<file path="config.mk">
export PLATFORM = sky130hd
export DESIGN_NAME = cpu_prescaler_top
export DESIGN_NICKNAME = d
export VERILOG_FILES = /design/src/common/cpu_pkg.sv /design/src/core/cpu_watch_prescaler.sv /design/src/core/cpu_prescaler_top.sv
export SDC_FILE = /design/constraint.sdc
export NUM_CORES = 1
export LEC_CHECK = 0
export ABC_AREA = 1
export BUFFER_PORTS_ARGS = -buffer_cell sky130_fd_sc_hd__buf_4
export CORE_MARGIN = 10
export CORE_UTILIZATION = 45
export DETAILED_ROUTE_END_ITERATION = 10
export HOLD_SLACK_MARGIN = 0.03
export PLACE_DENSITY = 0.7
export SYNTH_ARGS = -nofsm -noshare
export SYNTH_HDL_FRONTEND = slang
export SYNTH_SLANG_ARGS = --single-unit
</file>
<file path="constraint.sdc">
create_clock -name i_clk_sys -period 2.9 [get_ports i_clk_sys]
set_input_delay 0.145 -clock i_clk_sys [delete_from_list [all_inputs] [get_ports i_clk_sys]]
set_output_delay 0.145 -clock i_clk_sys [all_outputs]
set_load 0.03 [all_outputs]
</file>
<file path="src/common/cpu_pkg.sv">
package cpu_pkg;
    // system prescaler geometry
    localparam int          SYS_WIDTH      = 13;
    localparam logic [12:0] SYS_RESET_VAL  = 13'h0000;
    // watch prescaler geometry
    localparam int          WATCH_WIDTH    = 5;
    localparam logic [4:0]  WATCH_RESET_VAL = 5'h00;
    localparam int          WATCH_PRE_DIV  = 4;
    localparam int          WATCH_PRE_W    = 2;
    // medium-speed ratio codes: osc/16, /32, /64, /128
    localparam logic [1:0]  MED_DIV16      = 2'h0;
    localparam logic [1:0]  MED_DIV32      = 2'h1;
    localparam logic [1:0]  MED_DIV64      = 2'h2;
    localparam logic [1:0]  MED_DIV128     = 2'h3;
    localparam int          MED_DIV_W      = 7;
    // timekeeping timer clock-select value that clears the watch prescaler
    localparam logic [1:0]  TK_SEL_CLEAR   = 2'h3;
    // port mode register two: subclock source select bit position
    localparam int          PORT_MODE_SRC_BIT = 7;

    // operating modes of the chip
    typedef enum logic [2:0] {
        CPU_MODE_ACTIVE_HS,
        CPU_MODE_ACTIVE_MS,
        CPU_MODE_SLEEP,
        CPU_MODE_STANDBY,
        CPU_MODE_WATCH,
        CPU_MODE_SUBACTIVE,
        CPU_MODE_SUBSLEEP
    } cpu_mode_t;
endpackage : cpu_pkg

</file>
<file path="src/core/cpu_watch_prescaler.sv">
`timescale 1ns/10ps
// ==========================================================================
// watch prescaler: divide-by-four stage then a 5-bit counter
// ==========================================================================
module cpu_watch_prescaler
    import cpu_pkg::*;
#(
    parameter int WIDTH = WATCH_WIDTH
) (
    input  wire logic             i_clk_sys,
    input  wire logic             i_srst,
    input  wire logic             i_watch_tick,
    input  wire logic             i_clear,
    output logic [WIDTH-1:0]      o_count,
    output logic [WIDTH+1:0]      o_taps
);
    logic [WATCH_PRE_W-1:0] pre_r;
    logic [WIDTH-1:0]       cnt_r;

    // refused at elaboration: count plus pre stage must fit the tap bus
    if (WIDTH < 1 || WIDTH > 8) begin : g_bad_width
        $error("watch prescaler width unsupported");
    end

    // divide watch clock by four; the counter advances on pre wrap
    always_ff @(posedge i_clk_sys) begin
        if (i_srst || i_clear) begin
            pre_r <= '0;
        end else if (i_watch_tick) begin
            pre_r <= pre_r + 1'b1;
        end
    end

    // count keeps running in any power mode while subclock ticks arrive
    always_ff @(posedge i_clk_sys) begin
        if (i_srst) begin
            cnt_r <= WIDTH'(WATCH_RESET_VAL);
        end else if (i_clear) begin
            cnt_r <= '0;
        end else if (i_watch_tick && (&pre_r)) begin
            cnt_r <= cnt_r + 1'b1;
        end
    end

    assign o_count = cnt_r;
    // taps: /2, /4 from pre stage, /8../128 from counter bits
    assign o_taps  = {cnt_r, pre_r};
endmodule : cpu_watch_prescaler

</file>
<file path="src/core/cpu_prescaler_top.sv">
`timescale 1ns/10ps
module cpu_prescaler_top
    import cpu_pkg::*;
#(
    parameter int NUM_PERIPH = 4
) (
    input  wire logic                          i_clk_sys,
    input  wire logic                          i_srst,
    input  wire logic [2:0]                    i_mode,
    input  wire logic [1:0]                    i_med_ratio,
    input  wire logic [7:0]                    i_port_mode_reg_two,
    input  wire logic                          i_timekeeping_clock_sel_hi,
    input  wire logic                          i_timekeeping_clock_sel_lo,
    input  wire logic                          i_subclock_resonator_in,
    input  wire logic                          i_subclock_ext_in,
    input  wire logic [NUM_PERIPH*4-1:0]       i_periph_sel,
    output logic [SYS_WIDTH-1:0]               o_sys_taps,
    output logic [WATCH_WIDTH+2:0]             o_watch_taps,
    output logic [WATCH_WIDTH-1:0]             o_timekeeping_base,
    output logic [NUM_PERIPH-1:0]              o_periph_clk,
    output logic                               o_shared_port_pin_free,
    output logic                               o_sys_running
);
    // ======================================================================
    // elaboration checks
    // ======================================================================
    // refused at elaboration: the select bus is four bits per peripheral
    if (NUM_PERIPH < 1 || NUM_PERIPH > 16) begin : g_bad_periph
        $error("peripheral count bad");
    end

    // ======================================================================
    // mode decoding
    // ======================================================================
    cpu_mode_t mode;
    assign mode = cpu_mode_t'(i_mode);

    // system clock generator halts in these modes
    function automatic logic sys_halted(input cpu_mode_t m);
        case (m)
            CPU_MODE_STANDBY, CPU_MODE_WATCH,
            CPU_MODE_SUBACTIVE, CPU_MODE_SUBSLEEP: sys_halted = 1'b1;
            default:                               sys_halted = 1'b0;
        endcase
    endfunction : sys_halted

    logic halted;
    assign halted = sys_halted(mode);

    // ======================================================================
    // subclock source select and pin synchronisers
    // ======================================================================
    logic src_ext;
    assign src_ext = i_port_mode_reg_two[PORT_MODE_SRC_BIT];

    logic [1:0] res_sync_r;
    logic [1:0] ext_sync_r;
    logic       sub_prev_r;
    logic       sub_lvl;
    logic       watch_tick;

    // two flops on each asynchronous subclock pin
    always_ff @(posedge i_clk_sys) begin
        if (i_srst) begin
            res_sync_r <= 2'h0;
            ext_sync_r <= 2'h0;
        end else begin
            res_sync_r <= {res_sync_r[0], i_subclock_resonator_in};
            ext_sync_r <= {ext_sync_r[0], i_subclock_ext_in};
        end
    end

    // 0 picks resonator, 1 picks external pin
    assign sub_lvl = src_ext ? ext_sync_r[1] : res_sync_r[1];

    // rising edge of the chosen subclock is one watch clock tick
    always_ff @(posedge i_clk_sys) begin
        if (i_srst) begin
            sub_prev_r <= 1'b0;
        end else begin
            sub_prev_r <= sub_lvl;
        end
    end
    assign watch_tick = sub_lvl & ~sub_prev_r;

    // shared pin is lost to the external clock function
    assign o_shared_port_pin_free = ~src_ext;

    // ======================================================================
    // medium-speed input divider
    // ======================================================================
    logic [MED_DIV_W-1:0] med_r;
    logic                 med_wrap;

    // free divider; only its wrap for the chosen ratio is used
    always_ff @(posedge i_clk_sys) begin
        if (i_srst || halted || mode != CPU_MODE_ACTIVE_MS) begin
            med_r <= '0;
        end else begin
            med_r <= med_r + 1'b1;
        end
    end

    always_comb begin
        case (i_med_ratio)
            MED_DIV16:  med_wrap = &med_r[3:0];
            MED_DIV32:  med_wrap = &med_r[4:0];
            MED_DIV64:  med_wrap = &med_r[5:0];
            MED_DIV128: med_wrap = &med_r[6:0];
            default:    med_wrap = 1'b0;
        endcase
    end

    // ======================================================================
    // system prescaler
    // ======================================================================
    logic [SYS_WIDTH-1:0] sys_r;
    logic                 sys_step;

    // full rate in high speed, reduced rate in medium speed
    assign sys_step = (mode == CPU_MODE_ACTIVE_MS) ? med_wrap : 1'b1;

    // no processor port reaches this counter
    always_ff @(posedge i_clk_sys) begin
        if (i_srst) begin
            sys_r <= SYS_RESET_VAL;
        end else if (halted) begin
            sys_r <= SYS_RESET_VAL;
        end else if (sys_step) begin
            sys_r <= sys_r + 1'b1;
        end
    end

    // bit k-1 toggles at input/2^k
    assign o_sys_taps    = sys_r;
    assign o_sys_running = ~halted;

    // ======================================================================
    // watch prescaler
    // ======================================================================
    logic [WATCH_WIDTH-1:0] watch_cnt;
    logic [WATCH_WIDTH+1:0] watch_div;
    logic                   watch_clear;

    assign watch_clear = ({i_timekeeping_clock_sel_hi,
                           i_timekeeping_clock_sel_lo} == TK_SEL_CLEAR);

    cpu_watch_prescaler #(
        .WIDTH        (WATCH_WIDTH)
    ) u_watch (
        .i_clk_sys    (i_clk_sys),
        .i_srst       (i_srst),
        .i_watch_tick (watch_tick),
        .i_clear      (watch_clear),
        .o_count      (watch_cnt),
        .o_taps       (watch_div)
    );

    // tap 0 is the watch clock itself, then /2 up to /128
    assign o_watch_taps       = {watch_div, sub_lvl};
    assign o_timekeeping_base = watch_cnt;

    // ======================================================================
    // per-peripheral tap selection
    // ======================================================================
    // each peripheral reads its own 4-bit code: tap index = code
    genvar gi;
    generate
        for (gi = 0; gi < NUM_PERIPH; gi++) begin : g_periph
            logic [3:0] sel;
            logic       clk_r;
            assign sel = i_periph_sel[gi*4 +: 4];
            // registered so a code change never glitches the output
            always_ff @(posedge i_clk_sys) begin
                if (i_srst) begin
                    clk_r <= 1'b0;
                end else if (sel < 4'(SYS_WIDTH)) begin
                    clk_r <= sys_r[sel];
                end else begin
                    clk_r <= 1'b0;
                end
            end
            assign o_periph_clk[gi] = clk_r;
        end
    endgenerate
endmodule : cpu_prescaler_top

</file>
==> insert_results.sql, run 1 <==
INSERT INTO impl_metrics (metric_group, metric, value, unit) VALUES
('logic_synthesis', 'synthFlopType', 'sky130_fd_sc_hd__dfxtp_1', ''),
('place', 'gp_congestion', '0.847', ''),
('finish', 'finish.cell_count_without_fillers', '474', ''),
('status', 'status', 'finished, final reports clean', ''),
('global_route', 'grt_first_pass_wirelength', '9.63', 'mm'),
('clock_network', 'cts_tree', 'built', ''),
('detailed_routing', 'route.detailed.vias_per_inst', '4.86', ''),
('place', 'io_buffers', '59', ''),
('finish', 'syn2layout_area_growth', '20.9', '%'),
('worst_setup_path', 'critical_path_class', 'reg -> reg', ''),
('finish', 'final_nets', '443', ''),
('detailed_routing', 'wl_met3', '303', 'µm'),
('logic_synthesis', 'ys_async_sr_fraction', '0', '%'),
('finish', 'filler_cell_count', '530', ''),
('detailed_routing', 'finalWirelength', '5.74', 'mm'),
('power_and_ir_drop', 'power_density', '400', 'mW/mm²'),
('global_route', 'globalRoute.totalOverflow', '0', ''),
('logic_synthesis', 'synth.ff_latch_count', '36', ''),
('power_and_ir_drop', 'share_comb_of_total_power', '14.3', '%'),
('detailed_routing', 'top_layer', 'met4', ''),
('worst_setup_path', 'cp_max_fo', '20', ''),
('sta', 'report.final.setup_viol', '0', ''),
('finish', 'multi_input_comb_area', '0.00124', 'mm²'),
('place', 'detailed_place.area', '0.00268', 'mm²'),
('detailed_routing', 'ant_nets', '0', ''),
('sta', 'finalClockSkew', '6.75', 'ps'),
('global_route', 'grt_max_degree', '21', ''),
('clock_network', 'clk_pin_slew_worst_paths', '80', 'ps'),
('die', 'y_dimension_of_the_die', '91.6', 'µm'),
('global_route', 'grt_pass1_vias', '2101', ''),
('power_and_ir_drop', 'power.net_switching', '293', 'µW'),
('power_and_ir_drop', 'internal-power', '824', 'µW'),
('die', 'top_level_ports', '67', ''),
('logic_synthesis', 'syn_area', '0.00231', 'mm²'),
('finish', 'antenna-diode-count', '0', ''),
('detailed_routing', 'drc_errors', '0', ''),
('hold_path', 'hold_class', 'in -> reg', ''),
('power_and_ir_drop', 'totalPowerFinal', '1.12', 'mW'),
('place', 'post-dp-hpwl', '4.30', 'mm'),
('clock_network', 'clkSinkCount', '36', ''),
('worst_setup_path', 'endpoint_kind', 'flip-flop', ''),
('power_and_ir_drop', 'p_leak', '1.28', 'nW'),
('sta', 'setup_repair_after_global_routing_missed_its_margin', 'no', ''),
('clock_network', 'ctsHoldBuffers', '0', ''),
('sta', 'period_minus_slack', '1850', 'ps'),
('power_and_ir_drop', 'power.share.switching', '26.3', '%'),
('finish', 'share_of_cells_above_drive_strength_1', '20.5', '%'),
('sta', 'post-route-worst-setup-slack', '1050', 'ps'),
('sta', 'hold_viol_final', '0', ''),
('logic_synthesis', 'synth_cell_types', '30', ''),
('logic_synthesis', 'net_count_synth', '400', ''),
('sta', 'fin_hold_ws', '49.4', 'ps'),
('global_route', 'global_route.usage.total', '13.8', '%'),
('clock_network', 'insertion_delay', '290', 'ps'),
('sta', 'timing_max_transition_violations_final', '0', ''),
('detailed_routing', 'wire_length_per_cell', '12.1', 'µm'),
('power_and_ir_drop', 'power.share.sequential', '45.7', '%'),
('worst_setup_path', 'timing.critical_path.from_type', 'flip-flop', ''),
('die', 'floorplan.initialDensity', '45.8', '%'),
('logic_synthesis', 'synth-seq-area-share', '31.2', '%'),
('sta', 'period_share', '63.8', '%'),
('worst_setup_path', 'setup.reg_to_reg.worst_slack', '1050', 'ps'),
('detailed_routing', 'drt_iter0_drc', '101', ''),
('clock_network', 'post-cts-setup-buffer-count', '0', ''),
('detailed_routing', 'wl_met1', '2.71', 'mm'),
('run', 'max_cap_viol_count', '0', ''),
('sta', 'totalNegativeSetupSlack', '0', 'ps'),
('clock_network', 'cts-root-to-sink-buffers', '2', ''),
('detailed_routing', 'drtPass1Iterations', '4', ''),
('sta', 'fmaxAchievable', '541', 'MHz'),
('die', 'rows', '26', '');
==> layer usage <==
| layer | up-vias | global-route usage (%) |
|---|---|---|
| met5 | - | 0 |
| met4 | 0 | 5.48 |
| met3 | 5 | 4.16 |
| met2 | 49 | 22.0 |
| met1 | 1016 | 17.0 |
| li1 | 1232 | - |
==> cell type report <==
type	instances	share of cell area (%)
Clock buffer	5	2.47
Clock inverter	3	1.52
Inverter	50	6.72
Multi-Input combinational cell	251	44.5
Sequential cell	36	25.8
Tap cell	70	3.14
Timing Repair Buffer	59	15.9
==> critical path: stages (launching register included) <==
cell,delay [ps]
sky130_fd_sc_hd__dfxtp_1,360
sky130_fd_sc_hd__ha_1,200
sky130_fd_sc_hd__nand2_2,90
sky130_fd_sc_hd__nor2_4,100
sky130_fd_sc_hd__ha_1,140
sky130_fd_sc_hd__nand2_1,40
sky130_fd_sc_hd__nor2_1,140
sky130_fd_sc_hd__nor2_2,60
sky130_fd_sc_hd__nand2_2,280
sky130_fd_sc_hd__inv_2,130
sky130_fd_sc_hd__o21ai_1,140
sky130_fd_sc_hd__nor2_1,50
==> flip-flops by register name (all words and copies together) (netlist names) <==
register,cells
ext_sync_r,2
u_watch.pre_r,2
u_watch.o_count,5
g_periph.clk_r,4
o_sys_taps,13
med_r,7
sub_prev_r,1
res_sync_r,2
==> layout by cell type (no fill, tap or decap), types with 2 or more instances in the layout <==
| master | n |
|---|---|
| sky130_fd_sc_hd__buf_4 | 59 |
| sky130_fd_sc_hd__nand2_1 | 80 |
| sky130_fd_sc_hd__nand3_1 | 31 |
| sky130_fd_sc_hd__clkbuf_8 | 5 |
| sky130_fd_sc_hd__inv_2 | 4 |
| sky130_fd_sc_hd__xor2_1 | 4 |
| sky130_fd_sc_hd__dfxtp_1 | 36 |
| sky130_fd_sc_hd__inv_1 | 46 |
| sky130_fd_sc_hd__a21oi_1 | 29 |
| sky130_fd_sc_hd__nand2_2 | 3 |
| sky130_fd_sc_hd__nand3_2 | 4 |
| sky130_fd_sc_hd__a211oi_1 | 4 |
| sky130_fd_sc_hd__nand4_1 | 2 |
| sky130_fd_sc_hd__o211ai_1 | 8 |
| sky130_fd_sc_hd__nor2_2 | 4 |
| sky130_fd_sc_hd__a31oi_1 | 8 |
| sky130_fd_sc_hd__o21ai_0 | 5 |
| sky130_fd_sc_hd__xnor2_1 | 3 |
| sky130_fd_sc_hd__nor2_1 | 53 |
| sky130_fd_sc_hd__ha_1 | 5 |
==> cell usage after synthesis, types with 3 or more instances <==
cell type,count,area share (%)
sky130_fd_sc_hd__dfxtp_1,36,31
sky130_fd_sc_hd__a21oi_1,29,6.3
sky130_fd_sc_hd__nor2_2,4,1.1
sky130_fd_sc_hd__nand2_1,80,13
sky130_fd_sc_hd__nand2_2,3,0.81
sky130_fd_sc_hd__nor2_1,53,8.6
sky130_fd_sc_hd__a31oi_1,8,2.2
sky130_fd_sc_hd__nand3_1,31,6.7
sky130_fd_sc_hd__xor2_1,4,1.5
sky130_fd_sc_hd__inv_2,4,0.65
sky130_fd_sc_hd__buf_2,7,1.5
sky130_fd_sc_hd__o21ai_0,5,1.1
sky130_fd_sc_hd__xnor2_1,3,1.1
sky130_fd_sc_hd__ha_1,5,2.7
sky130_fd_sc_hd__a211oi_1,4,1.3
sky130_fd_sc_hd__o211ai_1,8,2.6
sky130_fd_sc_hd__buf_4,13,4.2
sky130_fd_sc_hd__inv_1,46,7.5
sky130_fd_sc_hd__nand3_2,4,1.7
==> power groups by stage <==
stage | logic [mW] | clock network [mW] | registers, mW
floorplan | 0.101 | 0 | 0.526
global placement | 0.159 | 0 | 0.522
detailed placement | 0.161 | 0 | 0.523
CTS | 0.161 | 0.461 | 0.511
global route | 0.181 | 0.486 | 0.513
finish | 0.160 | 0.446 | 0.511
==> logic make-up after synthesis <==
logic type               synth area share [%]
adder cells (fa/ha/maj)                  2.71
XOR/XNOR                                 2.66
buffers and inverters                    15.0
AND/OR/NAND/NOR                          34.4
flip-flops                               31.2
AO/OA/AOI/OAI                            14.0
==> worst paths after layout <==
| check | start | end | cells past startpoint |
|---|---|---|---|
| max | med_r[0]$_SDFF_PP0_ | o_sys_taps[2]$_SDFFE_PP0P_ | 11 |
| min | i_subclock_ext_in | ext_sync_r[0]$_SDFF_PP0_ | 3 |
| max reg2reg | med_r[0]$_SDFF_PP0_ | o_sys_taps[2]$_SDFFE_PP0P_ | 11 |
| min reg2reg | ext_sync_r[0]$_SDFF_PP0_ | ext_sync_r[1]$_SDFF_PP0_ | 2 |
No activity file was read; power rests on OpenSTA's default activity.
==> run 2: changes to the inputs <==
PLACE_DENSITY = 0.73   (was 0.7)
clock period = 1.7 ns   (was 2.9 ns; I/O delays follow)
==> run 2 against run 1 <==
Against the previous run: final cell count is 2.5% higher; routed wire length is 4.4% higher; sequential share of layout area is 1.2 points lower; worst hold slack better by 37 ps; highest routed layer unchanged; combinational power is 87% higher.
==> insert_results.sql, run 2 (synthesized netlist as in run 1, its figures left out) <==
INSERT INTO impl_metrics (metric_group, metric, value, unit) VALUES
('status', 'status', 'finished, final reports clean', ''),
('sta', 'max_slew_margin', '75.1', '%'),
('detailed_routing', 'wire_length_per_cell', '12.3', 'µm'),
('power_and_ir_drop', 'totalPowerFinal', '1.92', 'mW'),
('worst_setup_path', 'r2r_start', 'med_r[1]$_SDFF_PP0_', ''),
('worst_setup_path', 'cp_data_required_time', '1880', 'ps'),
('detailed_routing', 'wl_met1', '2.66', 'mm'),
('detailed_routing', 'dr_wl_met2', '2.91', 'mm'),
('power_and_ir_drop', 'ir_worst_vdd', '0.000402', 'V'),
('finish', 'syn2layout_area_growth', '27.2', '%'),
('finish', 'filler_cell_count', '514', ''),
('worst_setup_path', 'timing.critical_path.from_type', 'flip-flop', ''),
('clock_network', 'clock_buffers_created_by_tritoncts', '5', ''),
('sta', 'fin_hold_ws', '86.1', 'ps'),
('finish', 'final_area', '0.00294', 'mm²'),
('global_route', 'global_route.usage.total', '14.2', '%'),
('die', 'die-width', '91.6', 'µm'),
('global_route', 'globalRoute.totalOverflow', '0', ''),
('global_route', 'grt_max_degree', '13', ''),
('global_route', 'grt_first_pass_wirelength', '10.0', 'mm'),
('worst_setup_path', 'critical_path_class', 'reg -> reg', ''),
('die', 'design.core.area', '0.00504', 'mm²'),
('worst_setup_path', 'cp_max_fo', '6', ''),
('place', 'gp_congestion', '0.841', ''),
('finish', 'multi_input_comb_area', '0.00126', 'mm²'),
('sta', 'period_minus_slack', '1600', 'ps'),
('place', 'io_buffers', '59', ''),
('detailed_routing', 'route.detailed.vias_per_inst', '4.83', ''),
('global_route', 'antenna_violations_before_repair', '0', ''),
('detailed_routing', 'drc_errors', '0', ''),
('clock_network', 'insertion_delay', '290', 'ps'),
('clock_network', 'cts-root-to-sink-buffers', '2', ''),
('clock_network', 'cts_tree', 'built', ''),
('clock_network', 'clkSinkCount', '36', ''),
('detailed_routing', 'finalWirelength', '6.00', 'mm'),
('finish', 'final_nets', '455', ''),
('finish', 'postLayoutCoreUtil', '58.2', '%'),
('worst_setup_path', 'cp.arrival', '1780', 'ps'),
('clock_network', 'cts-htree-levels', '2', ''),
('clock_network', 'clock_tree.root_cell', 'sky130_fd_sc_hd__clkbuf_8', ''),
('run', 'max_cap_viol_count', '0', ''),
('die', 'y_dimension_of_the_die', '91.6', 'µm'),
('detailed_routing', 'top_layer', 'met4', ''),
('die', 'top_level_ports', '67', ''),
('detailed_routing', 'ant_nets', '0', ''),
('worst_setup_path', 'r2r.worst_path.cells', '11', ''),
('finish', 'largest_reg_flops', '13', ''),
('die', 'floorplan.initialDensity', '45.8', '%'),
('detailed_routing', 'drtPass1Iterations', '4', ''),
('sta', 'timing_max_transition_violations_final', '0', ''),
('power_and_ir_drop', 'power_density', '653', 'mW/mm²'),
('hold_path', 'min_from', 'i_periph_sel[2]', ''),
('finish', 'regArea', '723', 'µm²'),
('worst_setup_path', 'crit_start', 'med_r[1]$_SDFF_PP0_', ''),
('power_and_ir_drop', 'p_leak', '1.35', 'nW'),
('hold_path', 'worst_hold_path.num_cells', '4', ''),
('sta', 'report.final.setup_viol', '0', ''),
('sta', 'period_share', '94.3', '%'),
('finish', 'layout_common_cells', '80 x sky130_fd_sc_hd__nand2_1, 67 x sky130_fd_sc_hd__buf_4, 52 x sky130_fd_sc_hd__nor2_1', ''),
('sta', 'fmaxAchievable', '624', 'MHz'),
('detailed_routing', 'wl_met3', '351', 'µm'),
('clock_network', 'clk_pin_slew_worst_paths', '80', 'ps'),
('worst_setup_path', 'endpoint_kind', 'flip-flop', ''),
('sta', 'worst_pin_slew', '373', 'ps'),
('detailed_routing', 'drt_iter0_drc', '95', ''),
('die', 'rows', '26', ''),
('finish', 'share_of_cells_above_drive_strength_1', '23.1', '%'),
('sta', 'hold_viol_final', '0', ''),
('sta', 'totalNegativeSetupSlack', '0', 'ps'),
('place', 'detailed_place.area', '0.00275', 'mm²'),
('sta', 'finalClockSkew', '6.64', 'ps'),
('finish', 'mostFrequentLayoutCell', 'sky130_fd_sc_hd__nand2_1', ''),
('place', 'post-dp-hpwl', '4.43', 'mm'),
('detailed_routing', 'vias', '2348', ''),
('die', 'die_area', '0.00840', 'mm²'),
('global_route', 'grt_pass1_vias', '2240', ''),
('finish', 'antenna-diode-count', '0', ''),
('hold_path', 'hold_class', 'in -> reg', '');
[run 2: critical path: stages (launching register included)]
cell and delay, ps:
sky130_fd_sc_hd__dfxtp_2 340, sky130_fd_sc_hd__ha_4 160, sky130_fd_sc_hd__nand2_2 90, sky130_fd_sc_hd__nor2_4 40
sky130_fd_sc_hd__ha_1 170, sky130_fd_sc_hd__nand2_1 70, sky130_fd_sc_hd__nor2_2 40, sky130_fd_sc_hd__nor2_2 130
sky130_fd_sc_hd__nand2_4 110, sky130_fd_sc_hd__buf_4 150, sky130_fd_sc_hd__a21oi_1 130, sky130_fd_sc_hd__nor2_1 60
[run 2: timing repair]
item | in CTS | in global routing
endpoints found under the setup margin | 2 | 12
cloned | 0 | 1
hold buffers | 2 | 0
buffers inserted | 1 | 0
hold endpoints to repair | 2 | 0
pin swaps | 1 | 2
gates resized for setup | 0 | 7
[run 2: per-stage QoR]
stage / setup slack [ps] / instances
after floorplan: 176 / 360
after global placement: 58.9 / 474
after detailed placement: 27.6 / 474
after CTS: 10.9 / 485
after global routing: -8.35 / 486
final: 96.9 / 486
[run 2: layout make-up]
| type | count | share of cell area (%) |
|---|---|---|
| Clock inverter | 2 | 1.19 |
| Tap cell | 70 | 2.98 |
| Multi-Input combinational cell | 251 | 43.0 |
| Sequential cell | 36 | 24.6 |
| Inverter | 50 | 6.39 |
| Clock buffer | 6 | 2.47 |
| Timing Repair Buffer | 71 | 19.4 |
[run 2: per-layer routing]
layer	vias to the layer above	track usage [%]
li1	1248	-
met1	1036	16.6
met2	59	24.5
met3	5	3.91
met4	0	4.96
met5	-	0
[run 2: final timing paths]
path	slack, ps	to
setup / recovery	100	o_sys_taps[2]$_SDFFE_PP0P_
hold / removal	90	g_periph[0].clk_r$_SDFF_PP0_
setup reg to reg	100	o_sys_taps[2]$_SDFFE_PP0P_
hold reg to reg	410	res_sync_r[1]$_SDFF_PP0_
[run 2: power breakdown]
group	switching [mW]	leakage, nW	internal (mW)
logic	0.171	1.01	0.129
registers	0.00788	0.293	0.860
clock network	0.316	0.0552	0.436
==> run 3: changes to the inputs <==
ABC_AREA = default   (was 1)
PLACE_DENSITY = 0.74   (was 0.73)
SKIP_LAST_GASP = 1   (was default)
==> run 3 against run 2 <==
Against the previous run: clock-buffer cell count rose by 2; non-clock buffer count increased by 1; worst hold slack got worse by 37 ps; routed wire length down 10%; sequential cell count unchanged; highest routed layer unchanged; clock skew down 3.4 ps; die area shrank 6.6%.
==> insert_results.sql, run 3 <==
INSERT INTO impl_metrics (metric_group, metric, value, unit) VALUES
('detailed_routing', 'wire_length_per_cell', '15.9', 'µm'),
('logic_synthesis', 'yosys-top-cells-area', 'sky130_fd_sc_hd__dfxtp_1 34%, sky130_fd_sc_hd__mux4_2 13%, sky130_fd_sc_hd__mux2i_1 5.7%', ''),
('finish', 'largest_reg_flops', '13', ''),
('detailed_routing', 'drtPass1Iterations', '4', ''),
('sta', 'max_slew_margin', '27.9', '%'),
('logic_synthesis', 'net_count_synth', '263', ''),
('hold_path', 'hold_class', 'in -> reg', ''),
('die', 'floorplan.initialDensity', '47.6', '%'),
('die', 'top_level_ports', '67', ''),
('logic_synthesis', 'synth.ff_latch_count', '36', ''),
('detailed_routing', 'finalWirelength', '5.39', 'mm'),
('detailed_routing', 'route.detailed.vias_per_inst', '5.53', ''),
('hold_path', 'worst_hold_path.num_cells', '2', ''),
('power_and_ir_drop', 'p_leak', '1.12', 'nW'),
('detailed_routing', 'vias', '1870', ''),
('finish', 'filler_cell_count', '392', ''),
('hold_path', 'min_from', 'i_subclock_ext_in', ''),
('die', 'design.core.area', '0.00444', 'mm²'),
('sta', 'period_share', '98.9', '%'),
('die', 'y_dimension_of_the_die', '88.6', 'µm'),
('worst_setup_path', 'setup.reg_to_reg.worst_slack', '20', 'ps'),
('logic_synthesis', 'synth-seq-area-share', '34.1', '%'),
('worst_setup_path', 'cp.arrival', '1900', 'ps'),
('clock_network', 'clk_pin_slew_worst_paths', '70', 'ps'),
('logic_synthesis', 'yosysTopAreaCell', 'sky130_fd_sc_hd__dfxtp_1', ''),
('global_route', 'grt_max_degree', '21', ''),
('clock_network', 'clkSinkCount', '36', ''),
('clock_network', 'clock_tree.root_cell', 'sky130_fd_sc_hd__clkbuf_8', ''),
('detailed_routing', 'drt_iter0_drc', '120', ''),
('power_and_ir_drop', 'internal-power', '1.31', 'mW'),
('finish', 'antenna-diode-count', '0', ''),
('place', 'io_buffers', '59', ''),
('worst_setup_path', 'cp_max_fo', '4', ''),
('sta', 'report.final.setup_viol', '0', ''),
('worst_setup_path', 'worstReg2RegEnd', 'o_sys_taps[5]$_SDFFE_PP0P_', ''),
('sta', 'period_minus_slack', '1680', 'ps'),
('power_and_ir_drop', 'power.share.switching', '24.5', '%'),
('sta', 'setup_repair_after_global_routing_missed_its_margin', 'yes', ''),
('run', 'max_cap_viol_count', '0', ''),
('global_route', 'grt_pass1_vias', '1891', ''),
('logic_synthesis', 'ys.warnings.count', '0', ''),
('sta', 'hold_viol_final', '0', ''),
('die', 'die_area', '0.00784', 'mm²'),
('finish', 'final_area', '0.00276', 'mm²'),
('die', 'die-width', '88.6', 'µm'),
('global_route', 'global_route.usage.total', '14.4', '%'),
('power_and_ir_drop', 'power_density', '627', 'mW/mm²'),
('finish', 'postLayoutCoreUtil', '62.1', '%'),
('sta', 'worst_pin_slew', '1080', 'ps'),
('logic_synthesis', 'netlist_instances', '223', ''),
('sta', 'timing_max_transition_violations_final', '0', ''),
('worst_setup_path', 'r2r_start', 'med_r[1]$_SDFF_PP0_', ''),
('finish', 'share_of_cells_above_drive_strength_1', '35.7', '%'),
('logic_synthesis', 'top_cells_by_instance_count_after_synthesis', '36 x sky130_fd_sc_hd__dfxtp_1, 21 x sky130_fd_sc_hd__nor2_1, 17 x sky130_fd_sc_hd__nand2_1', ''),
('logic_synthesis', 'syn_avg_cell_area', '9.49', 'µm²'),
('worst_setup_path', 'cp_data_required_time', '1920', 'ps'),
('sta', 'finalClockSkew', '3.22', 'ps'),
('place', 'detailed_place.area', '0.00259', 'mm²'),
('sta', 'fmaxAchievable', '595', 'MHz'),
('clock_network', 'insertion_delay', '290', 'ps'),
('worst_setup_path', 'critical_path_class', 'reg -> reg', ''),
('logic_synthesis', 'ys_async_sr_fraction', '0', '%'),
('die', 'rows', '24', ''),
('finish', 'syn2layout_area_growth', '30.5', '%'),
('global_route', 'antenna_violations_before_repair', '0', ''),
('logic_synthesis', 'yosys.area.top_type_share', '34.1', '%'),
('global_route', 'grt_first_pass_wirelength', '8.91', 'mm'),
('worst_setup_path', 'timing.critical_path.from_type', 'flip-flop', ''),
('power_and_ir_drop', 'totalPowerFinal', '1.73', 'mW'),
('finish', 'finish.cell_count_without_fillers', '338', ''),
('place', 'dpl.cell_count', '325', ''),
('power_and_ir_drop', 'power.share.sequential', '50.1', '%'),
('detailed_routing', 'ant_nets', '0', ''),
('power_and_ir_drop', 'power.net_switching', '424', 'µW'),
('place', 'gp_congestion', '0.821', ''),
('clock_network', 'clock_buffers_created_by_tritoncts', '5', ''),
('global_route', 'globalRoute.totalOverflow', '0', ''),
('worst_setup_path', 'r2r.worst_path.cells', '7', ''),
('worst_setup_path', 'endpoint_kind', 'flip-flop', ''),
('logic_synthesis', 'synthFlopType', 'sky130_fd_sc_hd__dfxtp_1', ''),
('clock_network', 'cts-root-to-sink-buffers', '2', ''),
('logic_synthesis', 'synth-edff-count', '0', ''),
('power_and_ir_drop', 'ir_worst_vdd', '0.000302', 'V'),
('power_and_ir_drop', 'pwr-share-clk', '36.3', '%'),
('logic_synthesis', 'synth_cell_types', '40', ''),
('detailed_routing', 'drc_errors', '0', ''),
('finish', 'final_nets', '325', ''),
('status', 'status', 'finished, final reports clean', ''),
('logic_synthesis', 'post-synth-top-count-cell', 'sky130_fd_sc_hd__dfxtp_1', ''),
('hold_path', 'hold_path_end', 'ext_sync_r[0]$_SDFF_PP0_', ''),
('finish', 'layout_common_cells', '67 x sky130_fd_sc_hd__buf_4, 34 x sky130_fd_sc_hd__dfxtp_1, 21 x sky130_fd_sc_hd__nor2_1', ''),
('finish', 'mostFrequentLayoutCell', 'sky130_fd_sc_hd__buf_4', ''),
('clock_network', 'cts-htree-levels', '2', ''),
('logic_synthesis', 'syn_area', '0.00212', 'mm²'),
('place', 'post-dp-hpwl', '4.02', 'mm'),
('clock_network', 'cts_tree', 'built', ''),
('power_and_ir_drop', 'share_comb_of_total_power', '13.6', '%');
## run 3: timing repair
| item | CTS | global route |
|---|---|---|
| buffers inserted | 0 | 0 |
| hold buffers | 5 | 0 |
| setup endpoints to repair | 2 | 10 |
| endpoints found under the hold margin | 5 | 0 |
| gates resized for setup | 2 | 4 |
| pin swaps | 1 | 1 |
## run 3: layout make-up
class / instances / area (µm²) / area share, %
Multi-Input combinational cell: 168 / 1320 / 47.9
Timing Repair Buffer: 72 / 553 / 20.0
Clock buffer: 8 / 90.1 / 3.26
Tap cell: 52 / 65.1 / 2.36
Sequential cell: 36 / 723 / 26.2
Inverter: 2 / 7.51 / 0.272
## run 3: cell families (layout without fill, tap and decap cells)
kind of cell | after synthesis | after routing | share of synthesized area (%)
buffers and inverters | 19 | 82 | 5.32
muxes | 24 | 24 | 18.5
DFF | 36 | 36 | 34.1
and+or+nand+nor | 98 | 98 | 24.9
adders and majority gates | 5 | 5 | 2.96
AOI/OAI and AO/OA | 34 | 34 | 11.4
xor gates and xnor gates | 7 | 7 | 2.90
## run 3: stage by stage
stage               setup WS [ps]  setup TNS [ps]  hold WS [ps]
floorplan                   -81.2            -145           199
global placement            -7.52           -7.52           296
detailed placement          -22.6           -40.9           301
CTS                         0.167               0          40.3
global route                -49.5            -204          35.5
finish                       18.5               0          49.0
## run 3: worst max-delay path by stage
stage	startpoint	endpoint	slack, ps	cells after the start
after global placement	med_r[1]$_SDFF_PP0_	o_sys_taps[5]$_SDFFE_PP0P_	-8	7
after floorplan	med_r[1]$_SDFF_PP0_	o_sys_taps[5]$_SDFFE_PP0P_	-80	8
after global routing	med_r[1]$_SDFF_PP0_	o_sys_taps[5]$_SDFFE_PP0P_	-50	7
after detailed placement	med_r[1]$_SDFF_PP0_	o_sys_taps[2]$_SDFFE_PP0P_	-20	7
after CTS	med_r[1]$_SDFF_PP0_	o_sys_taps[5]$_SDFFE_PP0P_	0.2	7
final	med_r[1]$_SDFF_PP0_	o_sys_taps[5]$_SDFFE_PP0P_	20	7
## run 3: power groups by stage
stage	logic (mW)	clock network (mW)	registers (mW)
final	0.235	0.629	0.868
after global routing	0.259	0.678	0.869
after CTS	0.237	0.644	0.867
after detailed placement	0.227	0	0.887
after global placement	0.222	0	0.886
after floorplan	0.112	0	0.895
## run 3: critical path: stages (launching register included)
cell	delay (ps)
sky130_fd_sc_hd__dfxtp_2	340
sky130_fd_sc_hd__ha_4	150
sky130_fd_sc_hd__and3_4	150
sky130_fd_sc_hd__ha_4	140
sky130_fd_sc_hd__and3b_2	210
sky130_fd_sc_hd__or2_4	250
sky130_fd_sc_hd__o2111ai_2	180
sky130_fd_sc_hd__mux2i_1	190
## run 3: routing by layer
layer / track usage (%) / part of all wire, % / vias up
met4: 6.75 / 2.1 / 0
met1: 16.2 / 41 / 892
met2: 25.3 / 52 / 47
met5: 0 / 0 / -
li1: - / - / 921
met3: 3.13 / 5.1 / 10
